[src/flash_seq_consts.svh]
`ifndef FLASH_SEQ_CONSTS_SVH
`define FLASH_SEQ_CONSTS_SVH

// ----------------------------------------------------------------
// timing
// ----------------------------------------------------------------
`define CLK_NS 40
`define CLK_MHZ 25
`define NS2CYC(ns) (((ns) + `CLK_NS - 1) / `CLK_NS)
`define SETUP_NS 40
`define STROBE_NS 80
`define HOLD_NS 40
`define SETUP_CYC `NS2CYC(`SETUP_NS)
`define STROBE_CYC `NS2CYC(`STROBE_NS)
`define HOLD_CYC `NS2CYC(`HOLD_NS)
`define WINDOW_US 80
`define WINDOW_CYC (`WINDOW_US * `CLK_MHZ)

// ----------------------------------------------------------------
// register offsets and fields
// ----------------------------------------------------------------
`define REG_CFG 8'h00
`define REG_CMD 8'h04
`define REG_ADDR 8'h08
`define REG_WDATA 8'h0C
`define REG_STATUS 8'h10
`define REG_RDATA 8'h14
`define CFG_MODE16_BIT 0
`define ADDR_SEC_LSB 16
`define ST_BUSY_BIT 0
`define ST_REFUSED_BIT 1
`define ST_ERASING_BIT 2
`define ST_SUSPENDED_BIT 3
`define ST_BYPASS_BIT 4
`define ST_FAIL_BIT 5
`define ST_WINDOW_BIT 6
`define ST_READY_BIT 7

// ----------------------------------------------------------------
// bus cycle addresses and command bytes
// ----------------------------------------------------------------
`define UNLK1_A8 12'h555
`define UNLK2_A8 12'hAAA
`define UNLK1_A16 12'hAAA
`define UNLK2_A16 12'h554
`define ID_A8 12'h001
`define ID_A16 12'h002
`define PROT_A8 12'h002
`define PROT_A16 12'h004
`define CMD_UNLK1 8'hAA
`define CMD_UNLK2 8'h55
`define CMD_PROGRAM 8'hA0
`define CMD_AUTOSEL 8'h90
`define CMD_ERASE 8'h80
`define CMD_BULK 8'h10
`define CMD_SECTOR 8'h30
`define CMD_SUSPEND 8'hB0
`define CMD_RESET 8'hF0
`define CMD_BYPASS 8'h20
`define CMD_BYPASS_EXIT 8'h00
`define TOGGLE_BIT 6
`define ERROR_BIT 5

`endif

[src/flash_seq_pkg.sv]
package flash_seq_pkg;

  // software command codes, in this order from 0
  typedef enum logic [3:0] {
    OP_READ, OP_PROGRAM, OP_READ_ID, OP_READ_PROT, OP_BULK_ERASE,
    OP_SECTOR_ERASE, OP_SECTOR_ADD, OP_SUSPEND, OP_RESUME, OP_RESET,
    OP_BYPASS_ENTER, OP_BYPASS_PROG, OP_BYPASS_EXIT, OP_POLL
  } op_t;

  typedef enum logic [2:0] {ST_IDLE, ST_ISSUE, ST_WAIT} ctl_state_t;

  typedef enum logic [1:0] {E_IDLE, E_SETUP, E_STROBE, E_HOLD} eng_state_t;

  // one bus cycle of a command sequence
  typedef struct packed {
    logic wr;
    logic [11:0] a;
    logic [7:0] d;
    logic prog;
    logic last;
  } seq_t;

endpackage

[src/flash_bus_cycle.sv]
`timescale 1ns/1ns
`include "flash_seq_consts.svh"
module flash_bus_cycle
  import flash_seq_pkg::*;
#(
  parameter int ADDR_W = 12,
  parameter int DATA_W = 16,
  parameter int NSEL = 12
) (
  input wire logic clk_i,
  input wire logic rst_i,
  input wire logic ce_i,
  input wire logic start_i,
  input wire logic wr_i,
  input wire logic [ADDR_W-1:0] addr_i,
  input wire logic [DATA_W-1:0] data_i,
  input wire logic [3:0] sec_i,
  output logic done_o,
  output logic [DATA_W-1:0] rdata_o,
  output logic [ADDR_W-1:0] fl_addr_o,
  output logic [DATA_W-1:0] fl_data_o,
  input wire logic [DATA_W-1:0] fl_data_i,
  output logic fl_data_oe_n_o,
  output logic write_strobe_n_o,
  output logic read_strobe_n_o,
  output logic [NSEL-1:0] sector_sel_o
);

  typedef struct packed {
    eng_state_t st;
    logic [2:0] cnt;
    logic wr;
    logic [ADDR_W-1:0] addr;
    logic [DATA_W-1:0] data;
    logic [NSEL-1:0] sel;
    logic drive;
    logic wr_act;
    logic rd_act;
    logic done;
    logic [DATA_W-1:0] rdata;
  } eng_t;

  eng_t q;
  eng_t d;
  logic [NSEL-1:0] onehot;

  // ----------------------------------------------------------------
  // checks and sector decode
  // ----------------------------------------------------------------
  if (`SETUP_CYC < 1 || `SETUP_CYC > 8 || `STROBE_CYC > 8 || `HOLD_CYC > 8) begin : g_chk
    $error("bus cycle phase counts out of range");
  end
  if (NSEL > 16) begin : g_chk_sel
    $error("sector count exceeds select index");
  end

  // one select per sector, one high for sec_i below NSEL, none above
  for (genvar g = 0; g < NSEL; g++) begin : g_sel
    assign onehot[g] = (sec_i == 4'(g));
  end

  // ----------------------------------------------------------------
  // cycle sequencer
  // ----------------------------------------------------------------
  always_comb begin
    d = q;
    d.done = 1'b0;
    unique case (q.st)
      E_IDLE: begin
        if (start_i) begin
          d.wr = wr_i;
          d.addr = addr_i;
          d.data = data_i;
          d.sel = onehot;
          d.drive = wr_i;
          d.st = E_SETUP;
          d.cnt = 3'(`SETUP_CYC - 1);
        end
      end
      E_SETUP: begin
        d.cnt = q.cnt - 3'd1;
        if (q.cnt == 3'd0) begin
          // address settles before the strobe falls [RQ18]
          d.wr_act = q.wr;
          d.rd_act = ~q.wr;
          d.st = E_STROBE;
          d.cnt = 3'(`STROBE_CYC - 1);
        end
      end
      E_STROBE: begin
        d.cnt = q.cnt - 3'd1;
        if (q.cnt == 3'd0) begin
          // data still driven as the strobe rises [RQ18]
          if (!q.wr) begin
            d.rdata = fl_data_i;
          end
          d.wr_act = 1'b0;
          d.rd_act = 1'b0;
          d.st = E_HOLD;
          d.cnt = 3'(`HOLD_CYC - 1);
        end
      end
      E_HOLD: begin
        d.cnt = q.cnt - 3'd1;
        if (q.cnt == 3'd0) begin
          d.drive = 1'b0;
          d.sel = '0;
          d.done = 1'b1;
          d.st = E_IDLE;
        end
      end
    endcase
  end

  always_ff @(posedge clk_i) begin
    if (rst_i) begin
      q <= '0;
    end else if (ce_i) begin
      q <= d;
    end
  end

  // ----------------------------------------------------------------
  // pins
  // ----------------------------------------------------------------
  assign done_o = q.done;
  assign rdata_o = q.rdata;
  assign fl_addr_o = q.addr;
  assign fl_data_o = q.data;
  assign fl_data_oe_n_o = ~q.drive;
  assign write_strobe_n_o = ~q.wr_act;
  assign read_strobe_n_o = ~q.rd_act;
  assign sector_sel_o = q.sel;

endmodule

[src/flash_seq_host.sv]
// Notes on behaviour
// (RQ1) word mode: even addresses, command in low byte only.
// (RQ2) word unlock: AAh to AAAh, 55h to 554h, command to AAAh.
// (RQ3) program: unlock pair, A0h, data to target address.
// (RQ4) protection read: 00h unprotected, 01h protected.
// (RQ5) status or id read: sector selected, fixed low address; status polls read at the REG_ADDR address instead.
// (RQ6) after error, id or protection read, F0h restores read-array.
// (RQ7) no sequence to an array that code runs from.
// (RQ8) bulk erase clears the whole addressed array.
// (RQ9) sector erase to first sector; 30h writes add more.
// (RQ10) sector adds only while the erase window is open.
// (RQ11) suspend B0h only while a sector erase runs.
// (RQ12) suspended: reads, programs outside erasing sectors, id, status; code also admits bypass entry and bypass programs.
// (RQ13) resume 30h only while suspended.
// (RQ14) bypass program A0h plus data only after bypass entry.
// (RQ15) bypass exit: 90h then 00h to the selected sector.
// (RQ16) each cycle has one active-high sector select.
// (RQ17) only address bits 11 to 0 are decoded.
// (RQ18) address taken at strobe fall, data at strobe rise.
// (RQ19) plain reads need no command cycles.
// (RQ20) bad command or long gap drops to read-array.
// (RQ21) ready/busy low during program or erase.
// (RQ22) poll bit inverted while programming, true after.
// (RQ23) toggle bit flips each read during internal write.
//
// Implementation choices: the Wishbone interface to the registers and the register addresses.
`timescale 1ns/1ns
`include "flash_seq_consts.svh"
module flash_seq_host
  import flash_seq_pkg::*;
#(
  parameter int NMAIN = 8,
  parameter int NSEC = 4,
  parameter int WINDOW_CYC = `WINDOW_CYC
) (
  input wire logic clk_i,
  input wire logic rst_i,
  input wire logic ce_i,
  input wire logic wb_cyc_i,
  input wire logic wb_stb_i,
  input wire logic wb_we_i,
  input wire logic [7:0] wb_adr_i,
  input wire logic [3:0] wb_sel_i,
  input wire logic [31:0] wb_dat_i,
  output logic [31:0] wb_dat_o,
  output logic wb_ack_o,
  output logic [11:0] fl_addr_o,
  output logic [15:0] fl_data_o,
  input wire logic [15:0] fl_data_i,
  output logic fl_data_oe_n_o,
  output logic write_strobe_n_o,
  output logic read_strobe_n_o,
  output logic [NMAIN-1:0] main_sector_select_o,
  output logic [NSEC-1:0] secondary_sector_select_o,
  input wire logic ready_busy_output_i
);

  localparam int NSEL = NMAIN + NSEC;

  typedef struct packed {
    ctl_state_t st;
    op_t op;
    logic [2:0] step;
    logic mode16;
    logic [11:0] addr;
    logic [3:0] sec;
    logic [15:0] wdata;
    logic [15:0] rdata;
    logic refused;
    logic fail;
    logic erasing;
    logic suspended;
    logic bypass;
    logic poll_seen;
    logic last_tog;
    logic [NSEL-1:0] erase_mask;
    logic [11:0] win_cnt;
    logic go;
    logic go_wr;
    logic [11:0] go_addr;
    logic [15:0] go_data;
    logic ack;
    logic [31:0] dat;
  } ctl_t;

  ctl_t q;
  ctl_t d;
  seq_t seq;
  logic eng_done;
  logic [15:0] eng_rdata;
  logic [NSEL-1:0] sel;

  // ----------------------------------------------------------------
  // checks
  // ----------------------------------------------------------------
  if (NSEL > 16 || NMAIN < 1 || NSEC < 1) begin : g_chk_sel
    $error("sector counts not supported");
  end
  if (WINDOW_CYC < 1 || WINDOW_CYC > 4095) begin : g_chk_win
    $error("erase window count out of range");
  end

  // ----------------------------------------------------------------
  // sequence table: one bus cycle per op and step
  // ----------------------------------------------------------------
  function automatic seq_t seq_step(op_t op, logic [2:0] step, logic m16, logic [11:0] ta);
    seq_t s;
    logic [11:0] u1;
    logic [11:0] u2;
    logic pre;
    u1 = m16 ? `UNLK1_A16 : `UNLK1_A8; // [RQ2]
    u2 = m16 ? `UNLK2_A16 : `UNLK2_A8; // [RQ2]
    s.wr = 1'b1;
    s.a = u1;
    s.d = `CMD_UNLK1;
    s.prog = 1'b0;
    s.last = 1'b0;
    pre = op inside {OP_PROGRAM, OP_READ_ID, OP_READ_PROT, OP_BULK_ERASE,
                     OP_SECTOR_ERASE, OP_BYPASS_ENTER};
    if (pre && step == 3'd1) begin
      s.a = u2;
      s.d = `CMD_UNLK2;
    end
    unique case (op)
      OP_PROGRAM: begin
        if (step == 3'd2) s.d = `CMD_PROGRAM; // [RQ3]
        if (step == 3'd3) begin
          s.a = ta;
          s.prog = 1'b1;
          s.last = 1'b1;
        end
      end
      OP_READ_ID, OP_READ_PROT: begin
        if (step == 3'd2) s.d = `CMD_AUTOSEL;
        if (step == 3'd3) begin
          // fixed low address with the sector still selected [RQ5]
          s.wr = 1'b0;
          if (op == OP_READ_ID) s.a = m16 ? `ID_A16 : `ID_A8;
          else s.a = m16 ? `PROT_A16 : `PROT_A8;
        end
        if (step == 3'd4) begin
          // leave identifier mode before anything else [RQ6]
          s.a = ta;
          s.d = `CMD_RESET;
          s.last = 1'b1;
        end
      end
      OP_BULK_ERASE, OP_SECTOR_ERASE: begin
        if (step == 3'd2) s.d = `CMD_ERASE;
        if (step == 3'd4) begin
          s.a = u2;
          s.d = `CMD_UNLK2;
        end
        if (step == 3'd5) begin
          s.last = 1'b1;
          if (op == OP_BULK_ERASE) begin
            s.d = `CMD_BULK; // [RQ8]
          end else begin
            s.a = ta; // [RQ9]
            s.d = `CMD_SECTOR;
          end
        end
      end
      OP_BYPASS_ENTER: begin
        if (step == 3'd2) begin
          s.d = `CMD_BYPASS; // [RQ14]
          s.last = 1'b1;
        end
      end
      OP_BYPASS_PROG, OP_BYPASS_EXIT: begin
        s.a = ta;
        if (op == OP_BYPASS_PROG) s.d = `CMD_PROGRAM;
        else s.d = `CMD_AUTOSEL; // [RQ15]
        if (step == 3'd1) begin
          s.prog = (op == OP_BYPASS_PROG); // [RQ14]
          s.d = `CMD_BYPASS_EXIT;
          s.last = 1'b1;
        end
      end
      OP_SECTOR_ADD, OP_RESUME, OP_SUSPEND, OP_RESET: begin
        s.a = ta;
        s.last = 1'b1;
        if (op == OP_SUSPEND) s.d = `CMD_SUSPEND;
        else if (op == OP_RESET) s.d = `CMD_RESET;
        else s.d = `CMD_SECTOR; // [RQ9] [RQ13]
      end
      OP_READ, OP_POLL: begin
        // plain array or status read, no command cycles [RQ19]
        s.wr = 1'b0;
        s.a = ta;
        s.last = 1'b1;
      end
    endcase
    // even addresses only in word mode [RQ1]
    if (m16) s.a[0] = 1'b0;
    return s;
  endfunction

  // ----------------------------------------------------------------
  // command admission
  // ----------------------------------------------------------------
  function automatic logic admit(op_t op, ctl_t c, logic [NSEL-1:0] onehot);
    logic ok;
    logic run;
    run = c.erasing && !c.suspended;
    ok = (32'(c.sec) < NSEL); // [RQ16]
    unique case (op)
      OP_SECTOR_ADD: ok = ok && c.erasing && c.win_cnt != 12'h000; // [RQ10]
      OP_SUSPEND: ok = ok && run; // [RQ11]
      OP_RESUME: ok = ok && c.suspended; // [RQ13]
      OP_BYPASS_PROG: ok = ok && c.bypass && !run; // [RQ14]
      OP_PROGRAM: ok = ok && !run && !c.bypass && (c.erase_mask & onehot) == '0; // [RQ12]
      OP_BULK_ERASE, OP_SECTOR_ERASE: ok = ok && !c.erasing && !c.bypass;
      OP_READ_ID, OP_READ_PROT, OP_BYPASS_ENTER: ok = ok && !run && !c.bypass; // [RQ12]
      OP_BYPASS_EXIT: ok = ok && c.bypass;
      OP_READ, OP_POLL, OP_RESET: ok = ok;
      default: ok = 1'b0;
    endcase
    return ok;
  endfunction

  for (genvar g = 0; g < NSEL; g++) begin : g_onehot
    assign sel[g] = (q.sec == 4'(g));
  end

  assign seq = seq_step(q.op, q.step, q.mode16, q.addr);

  // ----------------------------------------------------------------
  // register bus and sequencer
  // ----------------------------------------------------------------
  always_comb begin
    d = q;
    d.ack = 1'b0;
    d.go = 1'b0;
    if (q.win_cnt != 12'h000) d.win_cnt = q.win_cnt - 12'h001;
    // classic wishbone slave, one wait state, ack one cycle
    if (wb_cyc_i && wb_stb_i && !q.ack) begin
      d.ack = 1'b1;
      d.dat = '0;
      if (wb_we_i) begin
        unique case (wb_adr_i)
          `REG_CFG: if (wb_sel_i[0] && q.st == ST_IDLE) d.mode16 = wb_dat_i[`CFG_MODE16_BIT];
          `REG_ADDR: begin
            if (wb_sel_i[0]) d.addr[7:0] = wb_dat_i[7:0];
            if (wb_sel_i[1]) d.addr[11:8] = wb_dat_i[11:8]; // [RQ17]
            if (wb_sel_i[2]) d.sec = wb_dat_i[`ADDR_SEC_LSB +: 4];
          end
          `REG_WDATA: begin
            if (wb_sel_i[0]) d.wdata[7:0] = wb_dat_i[7:0];
            if (wb_sel_i[1]) d.wdata[15:8] = wb_dat_i[15:8];
          end
          `REG_CMD: begin
            if (wb_sel_i[0] && q.st == ST_IDLE) begin
              d.fail = 1'b0;
              d.refused = !admit(op_t'(wb_dat_i[3:0]), q, sel);
              if (!d.refused) begin
                // one whole sequence, no other access in between [RQ7]
                d.op = op_t'(wb_dat_i[3:0]);
                d.step = 3'd0;
                d.poll_seen = 1'b0;
                d.st = ST_ISSUE;
                if (d.op == OP_SECTOR_ERASE) begin
                  d.erasing = 1'b1;
                  d.erase_mask = sel;
                end
                if (d.op == OP_SECTOR_ADD) d.erase_mask = q.erase_mask | sel;
                if (d.op == OP_SUSPEND) d.suspended = 1'b1;
                if (d.op == OP_RESUME) d.suspended = 1'b0;
              end
            end
          end
          default: ;
        endcase
      end else begin
        unique case (wb_adr_i)
          `REG_CFG: d.dat[`CFG_MODE16_BIT] = q.mode16;
          `REG_ADDR: d.dat = {12'h000, q.sec, 4'h0, q.addr};
          `REG_WDATA: d.dat = {16'h0000, q.wdata};
          `REG_RDATA: d.dat = {16'h0000, q.rdata};
          `REG_STATUS: begin
            d.dat[`ST_BUSY_BIT] = (q.st != ST_IDLE);
            d.dat[`ST_REFUSED_BIT] = q.refused;
            d.dat[`ST_ERASING_BIT] = q.erasing;
            d.dat[`ST_SUSPENDED_BIT] = q.suspended;
            d.dat[`ST_BYPASS_BIT] = q.bypass;
            d.dat[`ST_FAIL_BIT] = q.fail;
            d.dat[`ST_WINDOW_BIT] = (q.win_cnt != 12'h000);
            d.dat[`ST_READY_BIT] = ready_busy_output_i;
          end
          default: ;
        endcase
      end
    end
    unique case (q.st)
      ST_IDLE: ;
      ST_ISSUE: begin
        // command bytes carry a zero upper byte [RQ1]
        d.go = 1'b1;
        d.go_wr = seq.wr;
        d.go_addr = seq.a;
        d.go_data = seq.prog ? q.wdata : {8'h00, seq.d};
        d.st = ST_WAIT;
      end
      ST_WAIT: begin
        if (eng_done) begin
          d.st = ST_ISSUE;
          d.step = q.step + 3'd1;
          if (!seq.wr) d.rdata = eng_rdata; // [RQ4]
          if (q.op == OP_POLL) begin
            d.step = 3'd0;
            d.last_tog = eng_rdata[`TOGGLE_BIT];
            d.poll_seen = 1'b1;
            if (q.poll_seen && eng_rdata[`TOGGLE_BIT] == q.last_tog
                && ready_busy_output_i) begin
              // toggling stopped and device ready [RQ21] [RQ23]
              d.st = ST_IDLE;
              if (!q.suspended) begin
                d.erasing = 1'b0;
                d.erase_mask = '0;
              end
            end else if (q.poll_seen && eng_rdata[`ERROR_BIT]) begin
              // error seen: reset back to read-array [RQ6]
              d.fail = 1'b1;
              d.op = OP_RESET;
              d.erasing = 1'b0;
              d.suspended = 1'b0;
              d.erase_mask = '0;
            end
          end else if (seq.last) begin
            d.st = ST_IDLE;
            if (q.op == OP_SECTOR_ERASE || q.op == OP_SECTOR_ADD) begin
              d.win_cnt = 12'(WINDOW_CYC); // [RQ10]
            end
            if (q.op == OP_BYPASS_ENTER) d.bypass = 1'b1; // [RQ14]
            if (q.op == OP_BYPASS_EXIT) d.bypass = 1'b0; // [RQ15]
          end
        end
      end
      default: d.st = ST_IDLE;
    endcase
  end

  always_ff @(posedge clk_i) begin
    if (rst_i) begin
      q <= '0;
    end else if (ce_i) begin
      q <= d;
    end
  end

  // ----------------------------------------------------------------
  // bus cycle engine and outputs
  // ----------------------------------------------------------------
  logic [NSEL-1:0] pin_sel;

  flash_bus_cycle #(
    .ADDR_W(12),
    .DATA_W(16),
    .NSEL(NSEL)
  ) u_cycle (
    .clk_i(clk_i),
    .rst_i(rst_i),
    .ce_i(ce_i),
    .start_i(q.go),
    .wr_i(q.go_wr),
    .addr_i(q.go_addr),
    .data_i(q.go_data),
    .sec_i(q.sec),
    .done_o(eng_done),
    .rdata_o(eng_rdata),
    .fl_addr_o(fl_addr_o),
    .fl_data_o(fl_data_o),
    .fl_data_i(fl_data_i),
    .fl_data_oe_n_o(fl_data_oe_n_o),
    .write_strobe_n_o(write_strobe_n_o),
    .read_strobe_n_o(read_strobe_n_o),
    .sector_sel_o(pin_sel)
  );

  // exactly one select high during each cycle [RQ16]
  assign main_sector_select_o = pin_sel[NMAIN-1:0];
  assign secondary_sector_select_o = pin_sel[NSEL-1:NMAIN];
  assign wb_ack_o = q.ack;
  assign wb_dat_o = q.dat;

endmodule

[config.mk]
export PLATFORM = sky130hd
export DESIGN_NAME = flash_seq_host
export DESIGN_NICKNAME = d
export VERILOG_FILES = /design/src/flash_seq_pkg.sv /design/src/flash_bus_cycle.sv /design/src/flash_seq_host.sv
export VERILOG_INCLUDE_DIRS = /design/src /design/src/src
export SDC_FILE = /design/constraint.sdc
export NUM_CORES = 1
export LEC_CHECK = 0
export BUFFER_PORTS_ARGS = -buffer_cell sky130_fd_sc_hd__buf_2
export CAP_MARGIN = 20
export CORE_UTILIZATION = 45
export DETAILED_ROUTE_END_ITERATION = 8
export PLACE_DENSITY = 0.61
export SLEW_MARGIN = 15
export SYNTH_ARGS = -nofsm -noshare
export SYNTH_HDL_FRONTEND = slang
export SYNTH_SLANG_ARGS = --single-unit
[constraint.sdc]
create_clock -name clk_i -period 5.85 [get_ports clk_i]
set_input_delay 0.2925 -clock clk_i [delete_from_list [all_inputs] [get_ports clk_i]]
set_output_delay 0.2925 -clock clk_i [all_outputs]
set_load 0.01 [all_outputs]
==> metrics.md <==
| Metric | Value |
|---|---|
| Mapped Avg Cell Area | between 8 and 9 µm² |
| Post-CTS setup buffer count | 0 |
| Post-DRT Antenna Nets | 0 |
| Reg clk slew, reported paths | around 0.060 ns |
| CTS sink cnt | 207 |
| Relative slew margins | 33.6% |
| Post-layout net count | 1375 |
| Total GRT Usage | 22.4% |
| Worst-case clock buffer depth | 3 |
| Vias in the first global route | 8195 |
| Commonest cells after routing, fill and taps aside | dfxtp_1, nor2_1, nand2_1 |
| Core Area | 22700 µm² |
| Grt total ovfl | 0 |
| WL per Instance | roughly 17 µm |
| Period utilization | 60.0% |
| CTS H-tree depth | 1 |
| Fillcell total | about 2.2k |
| Wl on met1 | 13.0 mm |
| Total Neg Setup Slack | 0 ns |
| Worst Tran Pin Value | 0.996 ns |
| Clock Latency Late Sink | 0.52 ns |
| Antenna violations before repair | 4 |
| EDFF count, synth | 0 |
| Max cap viols | 0 |
| Highest metal used | met5 |
| Pre-antenna DRT Iters | 7 |
| Vias/cell | ~5.6 |
| Die area | 23800 µm² |
| Max Slew Vio Count | 0 |
| Min-delay worst type | in2reg |
| Post-placement setup slack | 2.47 ns |
| Clock root buffer | clkbuf_16 |
| Layout Skew | roughly 0.012 ns |
| PwrDens | 288 nW/µm² |
| Drc violations | 0 |
| Endpoints failing setup | 0 |
| Placed Area | 10600 µm² |
| Routability congestion estimate | 0.892 |
| Initial drt markers | 734 |
| Starting density of the core | 45.9% |
| Post-synthesis instance area | roughly 10000 µm² |
| P&R area growth vs syn | 10.3% |
| Yosys reg bits | a little over 200 |
| Synth unique cells | 76 |
| Yosys top cell by area | dfxtp_1 |
| RSZ-0062 raised after global routing | no |
| Fmax | 0.285 GHz |
| Top-area cell type share of the netlist area | around two fifths |
| Maximum VDD drop | 0.358 mV |
| Setup Crit Path Kind | reg2reg |
| Layout cells sized above 1 | between 10 and 15% |
| Most common cell after layout, fill and taps aside | dfxtp_1 |
| Status | finished clean |
| TritonCTS clock tree | built |
| Leakage | between 4 and 5 nW |
| Post-synth ARST share | 0% |
| DR WL met3 | 1.42 mm |
| Final min period | 3.51 ns |
| Most used DFF post-synth | dfxtp_1 |
| Crit path DAT | 3.88 ns |
| First-pass GRT wire length | 43.4 mm |
| DR WL met2 | 12.1 mm |
| Final WS setup | 2.34 ns |
| Seq/Total Area, Yosys | just under 40% |
| Final instance area | 11500 µm² |
| Largest net degree at the start of global routing | 105 |
| Synthesized instance count | approximately 1.3k |
| TritonCTS buffer count | 23 |
| Critical Path RT | 6.22 ns |
| Routed vias | between 8k and 9k |
| Main area contributors after synthesis | dfxtp_1, mux2i_1, nor2_1, a21oi_1, nand2_1 |
| Die Height | ~150 µm |
| Detailed Place HPWL | 18.5 mm |
| Io pins | between 100 and 150 |
| Startpoint types | register |
| Ys Warns | 0 |
| Crit path capture type | register |
| PortBufs | 117 |
| R2R setup slack | 2.34 ns |
| Final WL | between 20 and 30 mm |
| Crit path max fanout | 30 |
| Row cnt | between 50 and 60 |
| Fin. Hold Viols | 0 |
| Die width | 154 µm |
[what timing repair did]
item                                   CTS  global route
endpoints found under the hold margin   17             0
hold buffers                            17             0
gates resized for setup                  0             0
[critical path, stage by stage (launching register included)]
cell	delay [ns]
dfxtp_1	0.93
nand2b_1	0.23
nor2_1	0.32
o21ai_0	0.32
ha_1	0.44
mux2_2	0.33
a31oi_1	0.26
nand2_1	0.14
a21o_1	0.18
a22oi_1	0.16
nor2_1	0.06
[area by class of cell]
cell class	instances	area, µm²	share of cell area [%]
multi-input cells	900	5370	46.7
diodes	3	7.51	0.0653
well taps	285	357	3.10
flip-flops and latches	207	4140	36.0
clock inverters	5	40.0	0.348
inverters	21	78.8	0.685
repair buffers	143	830	7.21
clock buffers	34	677	5.89
[cell usage after synthesis (8+ instances only)]
cell type and number:
dfxtp_1 207, mux2i_1 80, o22ai_1 9, nand2_1 147, o211ai_1 9, nor2b_1 13
o21ai_0 38, a22oi_1 31, a21oi_1 113, nand2b_1 20, a21o_1 15, o2bb2ai_1 11
a211oi_1 10, ha_1 12, nand3_1 38, and2_1 8, buf_4 72, inv_1 20
nor3_1 28, a22o_1 15, clkbuf_1 70, xnor2_1 8, nor2_1 162
[registers in the layout, indices dropped and copies added (netlist names)]
signal	flops
q	120
wb_dat_o	20
u_cycle.fl_data_o	16
u_cycle.rdata_o	16
u_cycle.fl_addr_o	12
u_cycle.sector_sel_o	12
u_cycle.q	9
u_cycle.done_o	1
wb_ack_o	1
[report_power, final]
part	internal [mW]	switching (mW)	total (mW)	leakage, nW
Sequential	1.45	0.0365	1.49	1.67
Combinational	0.191	0.247	0.438	2.72
Clock	0.800	0.583	1.38	0.358
[kinds of logic (layout without fill, tap and decap cells)]
| kind of cell | Yosys count | in the layout | synth area share, % |
|---|---|---|---|
| simple gates | 480 | 480 | 21.5 |
| compound gates | 304 | 304 | 19.3 |
| flops | 207 | 207 | 39.8 |
| buf+inv | 177 | 203 | 9.18 |
| mux | 84 | 84 | 8.11 |
| fa+ha+maj | 12 | 12 | 1.44 |
| xor+xnor | 8 | 8 | 0.672 |
| other cells | 1 | 15 | 0.0360 |
[metal layers]
layer | vias up | GRT usage [%]
met5 | - | 0
met4 | 2 | 5.86
met3 | 34 | 3.42
met2 | 240 | 34.9
met1 | 4182 | 32.1
li1 | 4440 | -
[metrics by stage]
step | util [%] | std cells | hold WS, ns | total power, mW
floorplan | - | 1284 | 0.429 | 1.86
global placement | 46.7 | 1539 | 0.439 | 1.94
detailed placement | 46.7 | 1539 | 0.442 | 1.94
CTS | 50.6 | 1595 | 0.000333 | 3.34
global route | 50.6 | 1598 | 0.0156 | 3.46
finish | 50.6 | 1598 | 0.0118 | 3.31
[path summary, 6_finish.rpt]
path | startpoint | end | depth (start not counted)
worst max-delay path | q[147] | q[56] | 10
worst min-delay path | fl_data_i[13] | u_cycle.rdata_o[13] | 3
worst max register to register | q[147] | q[56] | 10
worst min register to register | u_cycle.sector_sel_o[5] | u_cycle.sector_sel_o[5] | 2
No activity file was read; power rests on OpenSTA's default activity.
